`config.mk`:
```
export PLATFORM = sky130hd
export DESIGN_NAME = byte_port_glue
export DESIGN_NICKNAME = d
export VERILOG_FILES = /design/src/rtl/glue_pkg.sv /design/src/rtl/byte_port_glue.sv /design/src/rtl/word_buffer.sv
export SDC_FILE = /design/constraint.sdc
export NUM_CORES = 1
export LEC_CHECK = 0
export ABC_CLOCK_PERIOD_IN_PS = 4200
export BUFFER_PORTS_ARGS = -buffer_cell sky130_fd_sc_hd__clkbuf_2
export CAP_MARGIN = 20
export CORE_AREA = 4 4 210 212
export DETAILED_ROUTE_END_ITERATION = 8
export DIE_AREA = 0 0 214 216
export GPL_ROUTABILITY_DRIVEN = 0
export HOLD_SLACK_MARGIN = 0.1
export PLACE_DENSITY = 0.53
export SKIP_CTS_REPAIR_TIMING = 1
export SKIP_LAST_GASP = 1
export SLEW_MARGIN = 20
export SYNTH_ARGS = -nofsm -noshare
export SYNTH_HDL_FRONTEND = slang
export SYNTH_SLANG_ARGS = --single-unit
```
`constraint.sdc`:
```
create_clock -name aclk -period 4.2 [get_ports aclk]
set_clock_uncertainty 0.05 [all_clocks]
set_input_delay 0.21 -clock aclk [delete_from_list [all_inputs] [get_ports aclk]]
set_output_delay 0.21 -clock aclk [all_outputs]
set_load 0.05 [all_outputs]
```
`src/rtl/glue_pkg.sv`:
```
// constants shared by the byte-port glue controller and its testbench
package glue_pkg;
    // ----------------------------------------------------------------
    // register map (byte offsets, one 32-bit word each)
    // ----------------------------------------------------------------
    localparam int AXI_AW = 8;
    localparam logic [7:0] OFF_CTRL = 8'h00; // steering bits
    localparam logic [7:0] OFF_RDWORD = 8'h04; // wide device read word
    localparam logic [7:0] OFF_STATUS = 8'h08; // live state and sticky flag
    localparam logic [7:0] OFF_WRWORD = 8'h0c; // packed write word, read pops
    localparam logic [7:0] OFF_ADDR = 8'h10; // last latched address
    localparam logic [7:0] OFF_HOLD = 8'h14; // shared holding register
    // ----------------------------------------------------------------
    // field layout and reset values
    // ----------------------------------------------------------------
    localparam int CTRL_SEP_BIT = 0; // separate read capture on strobe release
    localparam int CTRL_BOOT_BIT = 1; // boot memory port address mode
    localparam int CTRL_ABITS_LSB = 8; // micro port address width, 5 bits
    localparam logic [4:0] ABITS_MIN = 5'h08;
    localparam logic [4:0] ABITS_MAX = 5'h19;
    localparam logic [31:0] CTRL_RST = 32'h0000_1900;
    localparam int STAT_OVF_BIT = 0; // write word dropped, write one to clear
    localparam logic [2:0] BOOT_ADDR_BYTES = 3'h3;
    localparam logic [31:0] BOOT_ADDR_MASK = 32'h00ff_ffff;
    localparam logic [1:0] LANE_LAST = 2'h3;
    localparam logic [1:0] RESP_OKAY = 2'h0;
    localparam logic [1:0] RESP_SLVERR = 2'h2;
    // processor port setup this glue expects (mode 3, 32/32 sizes)
    localparam logic [3:0] PORT_MODE_EXPECTED = 4'h3;
    localparam logic [7:0] ADC_EXPECTED = 8'h33;
endpackage : glue_pkg

```
`src/rtl/byte_port_glue.sv`:
```
// byte-port glue: packs/unpacks 32-bit words on the 8-bit muxed port
// ----------------------------------------------------------------
// Notes on behaviour
// RULE1 - copy edge with strobe low captures word
// RULE2 - recapture each edge, repeats are harmless
// RULE3 - option: capture on strobe release, separate
// RULE4 - shared holding register in copy scheme
// RULE5 - bytes return most significant first
// RULE6 - lane counter counts copies, clears otherwise
// RULE7 - lane 0..3 selects bits 31..0 bytes
// RULE8 - unpack: enable low, strobe high, direction low
// RULE9 - drive bus on direction or unpack
// RULE10 - unpack steered by enable, direction, copy
// RULE11 - first byte driven without copy pulse
// RULE12 - boot port: 24-bit address, three cycles
// RULE13 - micro port: 8..25 bits, 1..4 bytes
// RULE14 - write bytes shift in, first lands low
// RULE15 - processor set to mode 3, 32/32
// RULE16 - reset clears lane counter and holding
// ----------------------------------------------------------------
`timescale 1ns/100ps
module byte_port_glue #(
    parameter int BUF_DEPTH = 2
) (
    input wire logic aclk, // 125 MHz system clock
    input wire logic aresetn, // sync reset, active low
    input wire logic copy_pulse, // processor copy pulse pin
    input wire logic read_strobe_n, // read strobe pin, active low
    input wire logic bus_output_enable_n, // output-enable pin, active low
    input wire logic bus_direction, // direction pin, high on writes
    input wire logic addr_latch_n, // address latch enable, active low
    input wire logic [7:0] muxed_byte_bus_i, // muxed bus level seen
    output logic [7:0] muxed_byte_bus_o, // byte we drive
    output logic muxed_byte_bus_oe, // high while we drive
    input wire logic [glue_pkg::AXI_AW-1:0] s_axi_awaddr, // write address
    input wire logic s_axi_awvalid, // write address valid
    output logic s_axi_awready, // write address taken
    input wire logic [31:0] s_axi_wdata, // write data
    input wire logic [3:0] s_axi_wstrb, // byte lanes
    input wire logic s_axi_wvalid, // write data valid
    output logic s_axi_wready, // write data taken
    output logic [1:0] s_axi_bresp, // write response
    output logic s_axi_bvalid, // response valid
    input wire logic s_axi_bready, // response taken
    input wire logic [glue_pkg::AXI_AW-1:0] s_axi_araddr, // read address
    input wire logic s_axi_arvalid, // read address valid
    output logic s_axi_arready, // read address taken
    output logic [31:0] s_axi_rdata, // read data
    output logic [1:0] s_axi_rresp, // read response
    output logic s_axi_rvalid, // read data valid
    input wire logic s_axi_rready // read data taken
);
    // ----------------------------------------------------------------
    // pin synchronisers
    // ----------------------------------------------------------------
    wire [12:0] pin_raw = {addr_latch_n, read_strobe_n, bus_output_enable_n,
                           bus_direction, copy_pulse, muxed_byte_bus_i};
    logic [12:0] pin_meta_q; // first stage, read only by second
    logic [12:0] pin_q; // safe copy of the pins
    logic cp_prev_q; // copy pulse one cycle ago
    logic rd_prev_q; // strobe one cycle ago
    logic ale_prev_q; // latch enable one cycle ago
    // two flops per pin; the bus is sampled every clock and used only while qualified
    always_ff @(posedge aclk) begin
        if (!aresetn) begin
            pin_meta_q <= 13'h1c00;
            pin_q <= 13'h1c00;
            cp_prev_q <= 1'b0;
            rd_prev_q <= 1'b1;
            ale_prev_q <= 1'b0;
        end else begin
            pin_meta_q <= pin_raw;
            pin_q <= pin_meta_q;
            cp_prev_q <= pin_q[8];
            rd_prev_q <= pin_q[11];
            ale_prev_q <= ~pin_q[12];
        end
    end
    wire [7:0] bus_s = pin_q[7:0];
    wire cp_s = pin_q[8];
    wire dir_s = pin_q[9];
    wire oe_n_s = pin_q[10];
    wire rd_n_s = pin_q[11];
    wire ale_s = ~pin_q[12];
    wire cp_rise = cp_s & ~cp_prev_q;
    wire rd_rise = rd_n_s & ~rd_prev_q;
    wire ale_fall = ale_prev_q & ~ale_s;
    // ----------------------------------------------------------------
    // control registers
    // ----------------------------------------------------------------
    logic [31:0] ctrl_q; // steering bits
    logic [31:0] rd_word_q; // word the wide device returns
    logic ovf_q; // sticky: packed word dropped
    wire sep = ctrl_q[glue_pkg::CTRL_SEP_BIT];
    wire boot = ctrl_q[glue_pkg::CTRL_BOOT_BIT];
    wire [4:0] abits = ctrl_q[glue_pkg::CTRL_ABITS_LSB +: 5];
    // ----------------------------------------------------------------
    // phase decode
    // ----------------------------------------------------------------
    // RULE14 write phase
    wire wr_phase = ~oe_n_s & dir_s;
    // RULE8 unpack qualifier; RULE10 copy edges late are still counted
    wire unpack_en = ~oe_n_s & ~dir_s & rd_n_s;
    // ----------------------------------------------------------------
    // holding registers
    // ----------------------------------------------------------------
    logic [31:0] hold_q; // shared pack/capture register
    logic [31:0] rd_hold_q; // read word in the separate scheme
    logic [1:0] wbyte_q; // write bytes seen this phase
    wire [31:0] packed_word = {bus_s, hold_q[31:8]};
    // RULE1 RULE2 RULE4 RULE14 RULE16 shared shift and recapture
    always_ff @(posedge aclk) begin
        if (!aresetn) begin
            hold_q <= '0;
        end else if (cp_rise && wr_phase) begin
            hold_q <= packed_word;
        end else if (cp_rise && !rd_n_s && !sep) begin
            hold_q <= rd_word_q;
        end
    end
    // RULE3 separate capture on strobe release
    always_ff @(posedge aclk) begin
        if (!aresetn) begin
            rd_hold_q <= '0;
        end else if (sep && rd_rise) begin
            rd_hold_q <= rd_word_q;
        end
    end
    // write byte counter, cleared outside the write phase
    always_ff @(posedge aclk) begin
        if (!aresetn || !wr_phase) begin
            wbyte_q <= '0;
        end else if (cp_rise) begin
            wbyte_q <= wbyte_q + 2'h1;
        end
    end
    // ----------------------------------------------------------------
    // unpack path
    // ----------------------------------------------------------------
    logic [1:0] lane_q; // byte lane counter
    wire [31:0] rd_src = sep ? rd_hold_q : hold_q;
    // RULE7 RULE5 lane 0 selects the top byte
    wire [7:0] sel_byte = rd_src[{~lane_q, 3'h0} +: 8];
    // RULE6 RULE16 counts copy edges, zero between reads
    always_ff @(posedge aclk) begin
        if (!aresetn || !unpack_en) begin
            lane_q <= '0;
        end else if (cp_rise) begin
            lane_q <= lane_q + 2'h1;
        end
    end
    // RULE9 RULE11 byte and drive enable registered onto the pins
    always_ff @(posedge aclk) begin
        if (!aresetn) begin
            muxed_byte_bus_o <= '0;
            muxed_byte_bus_oe <= 1'b0;
        end else begin
            muxed_byte_bus_o <= sel_byte;
            muxed_byte_bus_oe <= dir_s | unpack_en;
        end
    end
    // ----------------------------------------------------------------
    // packed write words into the buffer
    // ----------------------------------------------------------------
    wire push = cp_rise & wr_phase & (wbyte_q == glue_pkg::LANE_LAST);
    wire buf_in_ready;
    wire buf_out_valid;
    wire [31:0] buf_out_data;
    wire [$clog2(BUF_DEPTH+1)-1:0] buf_level;
    wire pop;
    word_buffer #(.WIDTH(32), .DEPTH(BUF_DEPTH)) u_buf (
        .aclk(aclk),
        .aresetn(aresetn),
        .in_valid(push),
        .in_ready(buf_in_ready),
        .in_data(packed_word),
        .out_valid(buf_out_valid),
        .out_ready(pop),
        .out_data(buf_out_data),
        .level(buf_level)
    );
    // ----------------------------------------------------------------
    // address latch
    // ----------------------------------------------------------------
    logic [2:0] acnt_q; // address bytes taken
    logic [31:0] ash_q; // address shifter
    logic [31:0] addr_q; // last complete address
    // RULE12 RULE13 bytes needed and width kept
    wire [2:0] need = boot ? glue_pkg::BOOT_ADDR_BYTES : 3'(({1'b0, abits} + 6'h7) >> 3);
    wire [31:0] amask = boot ? glue_pkg::BOOT_ADDR_MASK : ((32'h1 << abits) - 32'h1);
    // one byte per clock while latch enable is low
    always_ff @(posedge aclk) begin
        if (!aresetn) begin
            acnt_q <= '0;
            ash_q <= '0;
            addr_q <= '0;
        end else begin
            if (ale_s && acnt_q < need) begin
                ash_q <= {ash_q[23:0], bus_s};
                acnt_q <= acnt_q + 3'h1;
            end else if (!ale_s) begin
                acnt_q <= '0;
            end
            if (ale_fall) addr_q <= ash_q & amask;
        end
    end
    // ----------------------------------------------------------------
    // axi4-lite slave
    // ----------------------------------------------------------------
    // address and data taken together, both ready flops load the same term
    wire wr_take = s_axi_awready & s_axi_awvalid & s_axi_wvalid;
    wire rd_take = s_axi_arready & s_axi_arvalid;
    wire [7:0] wa = s_axi_awaddr;
    wire [7:0] ra = s_axi_araddr;
    wire w_ctrl = (wa == glue_pkg::OFF_CTRL);
    wire w_rdw = (wa == glue_pkg::OFF_RDWORD);
    wire w_stat = (wa == glue_pkg::OFF_STATUS);
    wire w_ok = w_ctrl | w_rdw | w_stat;
    wire [31:0] status = {25'h0, buf_out_valid, 2'(buf_level), unpack_en, lane_q, ovf_q};
    wire r_ok = (ra == glue_pkg::OFF_CTRL) | (ra == glue_pkg::OFF_RDWORD) |
                (ra == glue_pkg::OFF_STATUS) | (ra == glue_pkg::OFF_WRWORD) |
                (ra == glue_pkg::OFF_ADDR) | (ra == glue_pkg::OFF_HOLD);
    wire [31:0] rmux = (ra == glue_pkg::OFF_CTRL) ? ctrl_q :
                       (ra == glue_pkg::OFF_RDWORD) ? rd_word_q :
                       (ra == glue_pkg::OFF_STATUS) ? status :
                       (ra == glue_pkg::OFF_WRWORD) ? (buf_out_valid ? buf_out_data : 32'h0) :
                       (ra == glue_pkg::OFF_ADDR) ? addr_q :
                       (ra == glue_pkg::OFF_HOLD) ? hold_q : 32'h0;
    // reading the write word register pops the oldest word
    assign pop = rd_take & (ra == glue_pkg::OFF_WRWORD);
    wire [31:0] wmask = {{8{s_axi_wstrb[3]}}, {8{s_axi_wstrb[2]}},
                         {8{s_axi_wstrb[1]}}, {8{s_axi_wstrb[0]}}};
    wire [31:0] ctrl_wr = (ctrl_q & ~wmask) | (s_axi_wdata & wmask);
    wire [4:0] ab_in = ctrl_wr[glue_pkg::CTRL_ABITS_LSB +: 5];
    // width is clamped so the latch never sees an illegal size
    wire [4:0] ab_cl = (ab_in < glue_pkg::ABITS_MIN) ? glue_pkg::ABITS_MIN :
                       (ab_in > glue_pkg::ABITS_MAX) ? glue_pkg::ABITS_MAX : ab_in;
    wire ovf_clr = wr_take & w_stat & s_axi_wstrb[0] & s_axi_wdata[glue_pkg::STAT_OVF_BIT];
    // write channel handshake and response
    always_ff @(posedge aclk) begin
        if (!aresetn) begin
            s_axi_awready <= 1'b0;
            s_axi_wready <= 1'b0;
            s_axi_bvalid <= 1'b0;
            s_axi_bresp <= glue_pkg::RESP_OKAY;
        end else begin
            s_axi_awready <= s_axi_awvalid & s_axi_wvalid & ~s_axi_awready & ~s_axi_bvalid;
            s_axi_wready <= s_axi_awvalid & s_axi_wvalid & ~s_axi_awready & ~s_axi_bvalid;
            if (wr_take) begin
                s_axi_bvalid <= 1'b1;
                s_axi_bresp <= w_ok ? glue_pkg::RESP_OKAY : glue_pkg::RESP_SLVERR;
            end else if (s_axi_bready) begin
                s_axi_bvalid <= 1'b0;
            end
        end
    end
    // register writes; a dropped word beats a clear in the same cycle
    always_ff @(posedge aclk) begin
        if (!aresetn) begin
            ctrl_q <= glue_pkg::CTRL_RST;
            rd_word_q <= '0;
            ovf_q <= 1'b0;
        end else begin
            if (wr_take && w_ctrl) begin
                ctrl_q <= {19'h0, ab_cl, 6'h0, ctrl_wr[1:0]};
            end
            if (wr_take && w_rdw) rd_word_q <= ctrl_wr & wmask | rd_word_q & ~wmask;
            if (push && !buf_in_ready) ovf_q <= 1'b1;
            else if (ovf_clr) ovf_q <= 1'b0;
        end
    end
    // read channel
    always_ff @(posedge aclk) begin
        if (!aresetn) begin
            s_axi_arready <= 1'b0;
            s_axi_rvalid <= 1'b0;
            s_axi_rdata <= '0;
            s_axi_rresp <= glue_pkg::RESP_OKAY;
        end else begin
            s_axi_arready <= s_axi_arvalid & ~s_axi_arready & ~s_axi_rvalid;
            if (rd_take) begin
                s_axi_rvalid <= 1'b1;
                s_axi_rdata <= rmux;
                s_axi_rresp <= r_ok ? glue_pkg::RESP_OKAY : glue_pkg::RESP_SLVERR;
            end else if (s_axi_rready) begin
                s_axi_rvalid <= 1'b0;
            end
        end
    end
endmodule : byte_port_glue

```
`src/rtl/word_buffer.sv`:
```
// small valid/ready buffer for packed write words
`timescale 1ns/100ps
module word_buffer #(
    parameter int WIDTH = 32,
    parameter int DEPTH = 2
) (
    input wire logic aclk, // system clock
    input wire logic aresetn, // sync reset, active low
    input wire logic in_valid, // word offered
    output logic in_ready, // room for a word
    input wire logic [WIDTH-1:0] in_data, // offered word
    output logic out_valid, // word available
    input wire logic out_ready, // consumer takes word
    output logic [WIDTH-1:0] out_data, // oldest word
    output logic [$clog2(DEPTH+1)-1:0] level // words held
);
    localparam int PW = (DEPTH > 1) ? $clog2(DEPTH) : 1;
    localparam int LW = $clog2(DEPTH+1);
    logic [WIDTH-1:0] mem_q [DEPTH]; // entry storage
    logic [PW-1:0] wr_ptr_q; // next write slot
    logic [PW-1:0] rd_ptr_q; // oldest slot
    logic [LW-1:0] cnt_q; // fill level
    wire push = in_valid & in_ready;
    wire pop = out_valid & out_ready;
    wire [PW-1:0] wr_next = (wr_ptr_q == PW'(DEPTH-1)) ? '0 : wr_ptr_q + 1'b1;
    wire [PW-1:0] rd_next = (rd_ptr_q == PW'(DEPTH-1)) ? '0 : rd_ptr_q + 1'b1;
    // honest flags straight from the level
    assign in_ready = (cnt_q != LW'(DEPTH));
    assign out_valid = (cnt_q != '0);
    assign out_data = mem_q[rd_ptr_q];
    assign level = cnt_q;
    // ----------------------------------------------------------------
    // pointers and level
    // ----------------------------------------------------------------
    always_ff @(posedge aclk) begin
        if (!aresetn) begin
            wr_ptr_q <= '0;
            rd_ptr_q <= '0;
            cnt_q <= '0;
        end else begin
            if (push) wr_ptr_q <= wr_next;
            if (pop) rd_ptr_q <= rd_next;
            cnt_q <= cnt_q + LW'(push) - LW'(pop);
        end
    end
    // one write port per entry
    for (genvar i = 0; i < DEPTH; i++) begin : g_entry
        always_ff @(posedge aclk) begin
            if (!aresetn) begin
                mem_q[i] <= '0;
            end else if (push && wr_ptr_q == PW'(i)) begin
                mem_q[i] <= in_data;
            end
        end
    end
endmodule : word_buffer

```
Yosys cells after proc, flatten, opt, wreduce, memory -nomap -nowiden
Memory sizes are Yosys's and may differ from the RTL's. A register that Yosys moved wholly into a read port is not among the register bits.
Index checks and enable logic that the tools add are counted.
- bitwise gates (word level): 51
- $lt $le $gt $ge: 3
- shift-type cells: 2
- multiplexer cells: 37
- $add $sub $neg: 9
- reduce and logical (&&, ||, !) cells: 26
- equality and inequality tests: 9
- operators by type and width (kind ; count):
    $mux W32 ; 13
    $and A32 B32 Y32 ; 4
    $or A32 B32 Y32 ; 2
    $and A13 B32 Y32 ; 1
    $not A32 Y32 ; 1
    $shiftx A32 B6 Y8 ; 1
    $shl A1 B5 Y32 const A ; 1
    $sub A32 B1 Y32 const B ; 1
    $eq A8 B4 Y1 const B ; 3
    $and A1 B1 Y1 ; 22
    $mux W1 ; 17
    $eq A8 B3 Y1 const B ; 2
    $eq A8 B5 Y1 const B ; 2
    $logic_not A8 Y1 ; 2
    $reduce_bool A2 Y1 ; 6
    $logic_and A1 B1 Y1 ; 10
    $mux W5 ; 2
    $not A1 Y1 ; 10
    $or A1 B1 Y1 ; 10
    $mux W3 ; 3
    $add A5 B3 Y6 const B ; 1
    $logic_not A1 Y1 ; 6
    $gt A5 B5 Y1 const B ; 1
    $lt A5 B4 Y1 const B ; 1
    11 further kinds ; 15
- memories: 1
- bits in writable memories: 64
- word-level logic and storage cells: 165
- bits of input ports: 72
- output and inout bits: 50
- register bits after elaboration: 257
- memories (name ; depth ; bits a word ; rd ports ; clocked after memory_dff ; write ports ; line ; text):
    u_buf.mem_q ; 2 ; 32 ; 1 ; 1 ; 2 ; word_buffer.sv:19 ; logic [WIDTH-1:0] mem_q [DEPTH];

Longest topological paths before layout
Gate-level depths: netlist (run 1).
- depth in word-level cells: 10
- depth in mapped cells: 11
- gate-level depth less buffers: 9

Hierarchy
From an unflattened synthesis (run 1), not the netlist that was laid out.
- cells, all modules: 1504
- area, all modules: 14646.5 µm²
- modules (own cells, without submodules) (module ; instances ; cells an instance ; area an instance (µm²) ; seq. area each (µm²)):
    byte_port_glue ; 1 ; 1269 ; 11607.4 ; 5004.8
    word_buffer ; 1 ; 235 ; 3039.2 ; 2021.9

Least setup slack after synthesis (run 1)
Ideal clock, no wire load.
- kind: register -> register
- start: register pin_q[10]
- end: memory u_buf.mem_q[0][0] (enable)
- required time: 3.684 ns
- arrival: 3.170 ns
- cell stages (with the launch flop): 5
- period minus slack after synthesis: 3.686 ns
- setup slack: 0.514 ns
- path buffers: 1
- cell sequence: dfxtp_1 -> and4bb_2 -> buf_4 -> nand3b_1 -> o21ai_0
- RTL lines (item ; line ; text):
    from (decl) ; byte_port_glue.sv:59 ; logic [12:0] pin_q;
    from (signal assigned) ; byte_port_glue.sv:73 ; pin_q <= pin_meta_q;
    to (decl) ; word_buffer.sv:19 ;

Worst setup path after layout (run 1)
- start: register ctrl_q[11]
- end: register addr_q[30]
- word-level cells in the longest chain between the ends: 4
- RTL lines (item ; line ; text):
    from (decl) ; byte_port_glue.sv:91 ; logic [31:0] ctrl_q;
    from (signal assigned) ; byte_port_glue.sv:260 ; ctrl_q <= glue_pkg::CTRL_RST;
    from (signal assigned) ; byte_port_glue.sv:265 ; ctrl_q <= {19'h0, ab_cl, 6'h0, ctrl_wr[1:0]};
    $shl A1 B5 Y32 ; byte_port_glue.sv:190 ; wire [31:0] amask = boot ? glue_pkg::BOOT_ADDR_MASK : ((32'h1 << abits) - 32'h1);
    $sub A32 B1 Y32 ; byte_port_glue.sv:190 ;
    $mux W32 ; byte_port_glue.sv:190 ;
    $and A32 B32 Y32 ; byte_port_glue.sv:204 ; if (ale_fall) addr_q <= ash_q & amask;
    to (signal assigned) ; byte_port_glue.sv:204 ;
    to (decl) ; byte_port_glue.sv:187 ; logic [31:0] addr_q;
Every way passes these cells.
A chain may end at the register's enable or synchronous reset.

==> metrics.csv, run 1 <==
stage,metric,value,unit
placement,dpl-instance-area,15700,sq um
global_route,grt_pass1_wl,72500,um
global_route,grt.overflow.total,0,
clock_tree,numCtsBuffers,37,
die,ios,122,
synth,async_flop_share,0,%
detailed_routing,routed_wl,48000,um
clock_tree,path_clk_slew,0.06,ns
setup_path,crit_chain,"nor2_1, nand2_1, ha_1, nor3b_1, and2_1, o2111ai_1, a21oi_1",
placement,dp.final_hpwl,33200,um
synth,synth_cells,1572,
detailed_routing,drc,0,
detailed_routing,drtPass1Iterations,6,
power_and_ir_drop,power.total,6.79,mW
clock_tree,clock-sinks,319,
clock_tree,clock_latency,0.53,ns
placement,dp_slack,1.09,ns
clock_tree,clock-root-buffer,clkbuf_16,
layout,mostFrequentLayoutCells,"dfxtp_1, nand2_1, mux2i_1",
setup_path,crit_required,4.62,ns
sta,hold_viol_final,0,
power_and_ir_drop,power_density,387,nW/um^2
sta,setup_viol,0,
die,dieArea,46200,sq um
detailed_routing,via_count,12200,
placement,io_buffers,119,
sta,fin_ws,0.984,ns
layout,postLayoutCoreUtil,41.8,%
die,start_util,35.0,%
sta,finalHoldWorstSlack,0.0706,ns
detailed_routing,antenna_left,0,
synth,yosysUniqueCellTypes,75,
die,num_rows,75,
die,die_x,214,um
clock_tree,cts_tree,yes,
synth,yosys_most_used_dff,dfxtp_1,
detailed_routing,wl_per_cell,21.2,um
global_route,grt_pass1_vias,11500,
layout,final_common_cell,dfxtp_1,
job,timing.max_cap.violations,0,
global_route,grt_max_degree,78,
setup_path,crit_type,reg -> reg,
layout,final_area,17500,sq um
hold_path,hold_path_class,in -> reg,
layout,drive_gt1_share,14.7,%
sta,fin_crit,3.22,ns
sta,maxSlewHeadroom,32.7,%
sta,max_freq,311,MHz
synth,synth_seq_cells,319,
setup_path,cp_data_arrival_time,3.63,ns
status,status,"finished, final reports clean",
sta,fin_setup_tns,0,ns
layout,nets,1775,
sta,fin_crit_sh,76.6,%
layout,insertedDiodeCount,0,
setup_path,cp-start-kind,flip-flop,
synth,netlist_area,14700,sq um
synth,ys_warn_count,0,
layout,area_growth,19.4,%
die,dieHeight,216,um
clock_tree,htreeDepth,2,
power_and_ir_drop,p_leak,6.53,nW
clock_tree,clockBufferDepth,3,
sta,rsz0062_at_grt,false,
setup_path,critPathMaxStageDelay,0.98,ns
synth,synth_seq_area_share,47.8,%
layout,fill_cells,4117,
global_route,antenna_found_initial,1,
power_and_ir_drop,ir_drop,0.271,mV
detailed_routing,drtIter0Drc,1077,
setup_path,end_kind,flip-flop,
sta,worstMarginPinSlew,1.01,ns
synth,synth_edf_count,64,
sta,drv_slew,0,
synth,avgSynthCellArea,9.35,sq um
layout,layout.cells.non_filler,2263,
setup_path,cpMaxStageDelayCell,dfxtp_1,
global_route,grt_usage,19.9,%
die,coreArea,41900,sq um
detailed_routing,vias_per_cell,5.40,
placement,placedCellCount,2134,
setup_path,path_max_fanout,27,
synthesized netlist by cell type (all sizes together), types with 5 or more instances:
library cell  number  area share [%]
o22ai             45             1.9
mux4              16             2.5
dfxtp            255              35
and3               5            0.21
or2                5            0.21
clkbuf            86             2.2
a221oi             9            0.54
a22oi             13            0.66
xnor2              7            0.42
o31ai             12            0.71
o221ai             8            0.48
a21oi            100             3.4
nand2            212             5.4
nand4             10            0.60
nor2b             11            0.47
edfxtp            64              13
inv               46             1.2
o211ai             9            0.46
or4                5            0.28
nor4               7            0.40
buf               38             1.5
a211oi            33             1.7
nor3              10            0.37
nand3             28            0.99
ha                 7            0.60
a31oi              9            0.38
mux2i            155              11
nand2b            16            0.68
nor2             131             3.3
o32ai              6            0.36
and2              95             4.0
o21ai             55             1.9
worst paths after layout:
path                                    to  slack [ns]  cells after the start            start
worst max-delay path            addr_q[30]        0.98                      7       ctrl_q[11]
worst min-delay path                 ovf_q        0.07                      4  s_axi_awaddr[3]
worst max register to register  addr_q[30]        0.98                      7       ctrl_q[11]
worst min register to register   pin_q[11]        0.35                      1   pin_meta_q[11]
power breakdown:
| group | switching, mW | internal (mW) |
|---|---|---|
| clock | 1.31 | 1.98 |
| sequential | 0.0219 | 3.16 |
| combinational | 0.205 | 0.119 |
kinds of logic (layout without fill, tap and decap cells):
logic type / count (synthesis) / count (layout) / synth area share (%)
adder cells (fa/ha/maj): 7 / 7 / 0.596
AND/OR/NAND/NOR: 561 / 561 / 18.5
other: 1 / 2 / 0.0255
buffers and inverters: 170 / 321 / 4.87
multiplexers: 171 / 171 / 13.0
flip-flops: 319 / 319 / 47.8
XOR/XNOR: 9 / 9 / 0.536
AO/OA/AOI/OAI: 334 / 334 / 14.7
worst max-delay path, delay by kind of cell (launching register included):
family,cells,cell delay [ns]
AO/OA/AOI/OAI,2,0.31
adder cells (fa/ha/maj),1,0.67
flip-flops,1,0.98
AND/OR/NAND/NOR,4,1.13
final cells by class:
| class | instances | area, sq um | area share [%] |
|---|---|---|---|
| flip-flops and latches | 319 | 7030 | 40.0 |
| inverters | 46 | 175 | 0.998 |
| clock inverters | 16 | 171 | 0.977 |
| repair buffers | 208 | 1420 | 8.11 |
| clock buffers | 51 | 1070 | 6.10 |
| well taps | 539 | 674 | 3.84 |
| multi-input cells | 1084 | 7000 | 39.9 |
per-layer routing:
layer	vias up	global-route usage, %	wire length [um]
li1	5822	-	-
met2	419	31.2	21400
met5	-	0	0
met4	0	5.38	1240
met1	5913	28.4	22300
met3	70	3.73	3060
No activity file was read; power rests on OpenSTA's default activity.
==> run 2, diff against run 1 <==
--- a/config.mk
+++ b/config.mk
@@ -5,15 +5,16 @@
 export SDC_FILE = /design/constraint.sdc
 export NUM_CORES = 1
 export LEC_CHECK = 0
-export ABC_CLOCK_PERIOD_IN_PS = 4200
+export ABC_AREA = 1
+export ABC_CLOCK_PERIOD_IN_PS = 2700
 export BUFFER_PORTS_ARGS = -buffer_cell sky130_fd_sc_hd__clkbuf_2
 export CAP_MARGIN = 20
-export CORE_AREA = 4 4 210 212
+export CORE_AREA = 4 4 209 211
 export DETAILED_ROUTE_END_ITERATION = 8
-export DIE_AREA = 0 0 214 216
+export DIE_AREA = 0 0 213 215
 export GPL_ROUTABILITY_DRIVEN = 0
 export HOLD_SLACK_MARGIN = 0.1
-export PLACE_DENSITY = 0.53
+export PLACE_DENSITY = 0.55
 export SKIP_CTS_REPAIR_TIMING = 1
 export SKIP_LAST_GASP = 1
 export SLEW_MARGIN = 20
==> constraint.sdc (replaced) <==
create_clock -name aclk -period 2.7 [get_ports aclk]
set_clock_uncertainty 0.05 [all_clocks]
set_input_delay 0.135 -clock aclk [delete_from_list [all_inputs] [get_ports aclk]]
set_output_delay 0.135 -clock aclk [all_outputs]
set_load 0.05 [all_outputs]
==> run 2 against run 1 <==
Effect of this change:
- register-to-register slack worse by 0.72 ns
- setup slack worse by 0.72 ns
- via count is 13% higher
- critical path type unchanged
- largest power group unchanged
==> metrics.csv, run 2 <==
stage,metric,value,unit,change
hold_path,hold_path_class,in -> reg,,unchanged
global_route,grt_pass1_vias,12900,,was 11500
global_route,antenna_found_initial,2,,was 1
setup_path,r2r_slack,0.26,ns,was 0.98 ns
detailed_routing,drtPass1Iterations,6,,unchanged
detailed_routing,via_count,13800,,was 12200
synth,synth_cells,1920,,was 1572
clock_tree,clock_latency,0.55,ns,was 0.53 ns
detailed_routing,wl_met1,21900,um,was 22300 um
global_route,grt_pass1_wl,76300,um,was 72500 um
detailed_routing,antenna_left,0,,unchanged
detailed_routing,wl_met2,24000,um,was 21400 um
hold_path,whs_path_depth,3,,was 4
sta,setup_viol,0,,unchanged
layout,insertedDiodeCount,0,,unchanged
setup_path,startpoint,ctrl_q[9],,was ctrl_q[11]
layout,nets,2152,,was 1775
setup_path,crit_required,3.13,ns,was 4.62 ns
placement,dp.final_hpwl,36000,um,was 33200 um
die,die_x,213,um,was 214 um
setup_path,crit_type,reg -> reg,,unchanged
synth,avgSynthCellArea,7.55,sq um,was 9.35 sq um
global_route,grt.overflow.total,0,,unchanged
global_route,grt_usage,21.2,%,was 19.9%
layout,drive_gt1_share,13.4,%,was 14.7%
die,start_util,34.7,%,was 35.0%
setup_path,r2r_cells,12,,was 7
die,coreArea,41800,sq um,was 41900 sq um
clock_tree,path_clk_slew,0.06,ns,about the same
setup_path,crit_chain,"nor2_8, nand2_2, inv_2, nor2_1, nand3_1, ha_1, a21oi_1, nand2_4, nor2_8, buf_12, o21ai_0, a21oi_1",,"was nor2_1, nand2_1, ha_1, nor3b_1, and2_1, o2111ai_1, a21oi_1"
sta,max_freq,411,MHz,was 311 MHz
setup_path,critPathMaxStageDelay,0.43,ns,was 0.98 ns
clock_tree,cts_tree,yes,,unchanged
clock_tree,numCtsBuffers,37,,unchanged
die,dieHeight,215,um,was 216 um
status,status,"finished, final reports clean",,unchanged
detailed_routing,routed_wl,50500,um,was 48000 um
synth,ys_top_cells_by_count,"nand2_1, o21ai_0, dfxtp_1",,"was dfxtp_1, nand2_1, mux2i_1"
setup_path,cp_num_buf_inv,2,,was 0
hold_path,hold_path_startpoint,s_axi_awaddr[2],,was s_axi_awaddr[3]
sta,worstMarginPinSlew,0.684,ns,was 1.01 ns
synth,yosys_most_used_dff,dfxtp_1,,unchanged
detailed_routing,wl_met3,3240,um,was 3060 um
sta,finalHoldWorstSlack,0.0730,ns,was 0.0706 ns
power_and_ir_drop,ir_drop,0.472,mV,was 0.271 mV
layout,postLayoutCoreUtil,42.1,%,was 41.8%
detailed_routing,routed.top_layer,met5,,was met4
sta,fin_setup_tns,0,ns,unchanged
detailed_routing,drtIter0Drc,1435,,was 1077
synth,yosysMostFrequentCell,nand2_1,,was dfxtp_1
setup_path,crit_family,simple AND/OR/NAND/NOR gates,,unchanged
power_and_ir_drop,power_density,606,nW/um^2,was 387 nW/um^2
synth,synth_seq_area_share,48.5,%,was 47.8%
setup_path,timing.rr.end,ash_q[0],,was addr_q[30]
clock_tree,htreeDepth,2,,unchanged
synth,synth_top_area_share,35.2,%,was 34.7%
detailed_routing,drc,0,,unchanged
global_route,grt_max_degree,78,,unchanged
power_and_ir_drop,p_leak,7.08,nW,was 6.53 nW
clock_tree,clock-root-buffer,clkbuf_16,,unchanged
sta,fin_crit_sh,90.2,%,was 76.6%
sta,drv_slew,0,,unchanged
die,ios,122,,unchanged
clock_tree,clock-sinks,319,,unchanged
setup_path,cpMaxStageDelayCell,dfxtp_1,,unchanged
setup_path,path_max_fanout,46,,was 27
detailed_routing,wl_per_cell,19.1,um,was 21.2 um
sta,fin_crit,2.44,ns,was 3.22 ns
sta,rsz0062_at_grt,false,,unchanged
placement,io_buffers,119,,unchanged
synth,async_flop_share,0,%,unchanged
synth,yosysUniqueCellTypes,47,,was 75
setup_path,cp-start-kind,flip-flop,,unchanged
setup_path,r2r_start,ctrl_q[9],,was ctrl_q[11]
die,num_rows,75,,unchanged
detailed_routing,vias_per_cell,5.25,,was 5.40
sta,hold_viol_final,0,,unchanged
layout,final_common_cell,nand2_1,,was dfxtp_1
clock_tree,clockBufferDepth,3,,unchanged
layout,final_area,17600,sq um,was 17500 sq um
layout,area_growth,21.2,%,was 19.4%
placement,dpl-instance-area,15600,sq um,was 15700 sq um
setup_path,cp_data_arrival_time,2.86,ns,was 3.63 ns
synth,netlist_area,14500,sq um,was 14700 sq um
synth,synth_edf_count,64,,unchanged
setup_path,end_kind,flip-flop,,unchanged
layout,mostFrequentLayoutCells,"nand2_1, o21ai_0, dfxtp_1",,"was dfxtp_1, nand2_1, mux2i_1"
sta,maxSlewHeadroom,54.4,%,was 32.7%
layout,fill_cells,4178,,was 4117
synth,synth_top_area_cell,dfxtp_1,,unchanged
synth,synth_seq_cells,319,,unchanged
synth,synth.area.top_cells,"dfxtp_1, edfxtp_1, o21ai_0, a21oi_1, nand2_1",,"was dfxtp_1, edfxtp_1, mux2i_1, nand2_1, and2_1"
job,timing.max_cap.violations,0,,unchanged
synth,ys_warn_count,0,,unchanged
die,dieArea,45800,sq um,was 46200 sq um
[run 2: cell type report]
class / count / area, sq um / area share (%)
clock inverters: 15 / 165 / 0.940
clock buffers: 52 / 1100 / 6.25
repair buffers: 235 / 1690 / 9.61
well taps: 539 / 674 / 3.84
multi-input cells: 1292 / 6210 / 35.3
flip-flops and latches: 319 / 7030 / 40.0
inverters: 188 / 707 / 4.02
[run 2: per-layer routing]
metal / vias to the layer above / track usage, %
li1: 6707 / -
met1: 6574 / 29.7
met2: 472 / 34.4
met3: 91 / 3.12
met4: 4 / 5.78
met5: - / 0
[run 2: worst max path at each step]
stage                        end  cells after the start  slack [ns]
6_report                ash_q[0]                     12        0.26
5_1_grt                flip-flop                      7        0.03
4_1_cts                 ash_q[0]                     12        0.28
3_5_place_dp            ash_q[0]                     12        0.30
3_3_place_gp            ash_q[0]                     12        0.33
2_1_floorplan  u_buf.mem_q[1][0]                      8        0.22
[run 2: metrics by stage]
step	total power, mW	setup WS [ns]	std cells
floorplan	5.31	0.220	1921
global placement	5.49	0.330	2505
detailed placement	5.49	0.298	2505
CTS	10.6	0.285	2572
global route	11.0	0.0277	2640
finish	10.7	0.264	2640
[run 2: worst reg2reg max path: cells and delay by family, from the launching register on]
| family | cells | cell delay [ns] |
|---|---|---|
| AND/OR/NAND/NOR | 6 | 0.70 |
| adder cells (fa/ha/maj) | 1 | 0.33 |
| AO/OA/AOI/OAI | 3 | 0.60 |
| flip-flops | 1 | 0.43 |
| buffers and inverters | 2 | 0.27 |
[run 2: cell families after synthesis]
kind of cell	after synthesis	share of synthesized area, %
DFF	319	48.5
AOI/OAI and AO/OA	597	21.3
xor gates and xnor gates	2	0.121
other	1	0.0259
adders and majority gates	7	0.604
buffers and inverters	310	8.85
and+or+nand+nor	684	20.6
[run 2: report_power, final]
group,internal [mW],switching [mW]
combinational,0.181,0.283
sequential,4.95,0.0558
clock,3.07,2.12
total,8.20,2.45
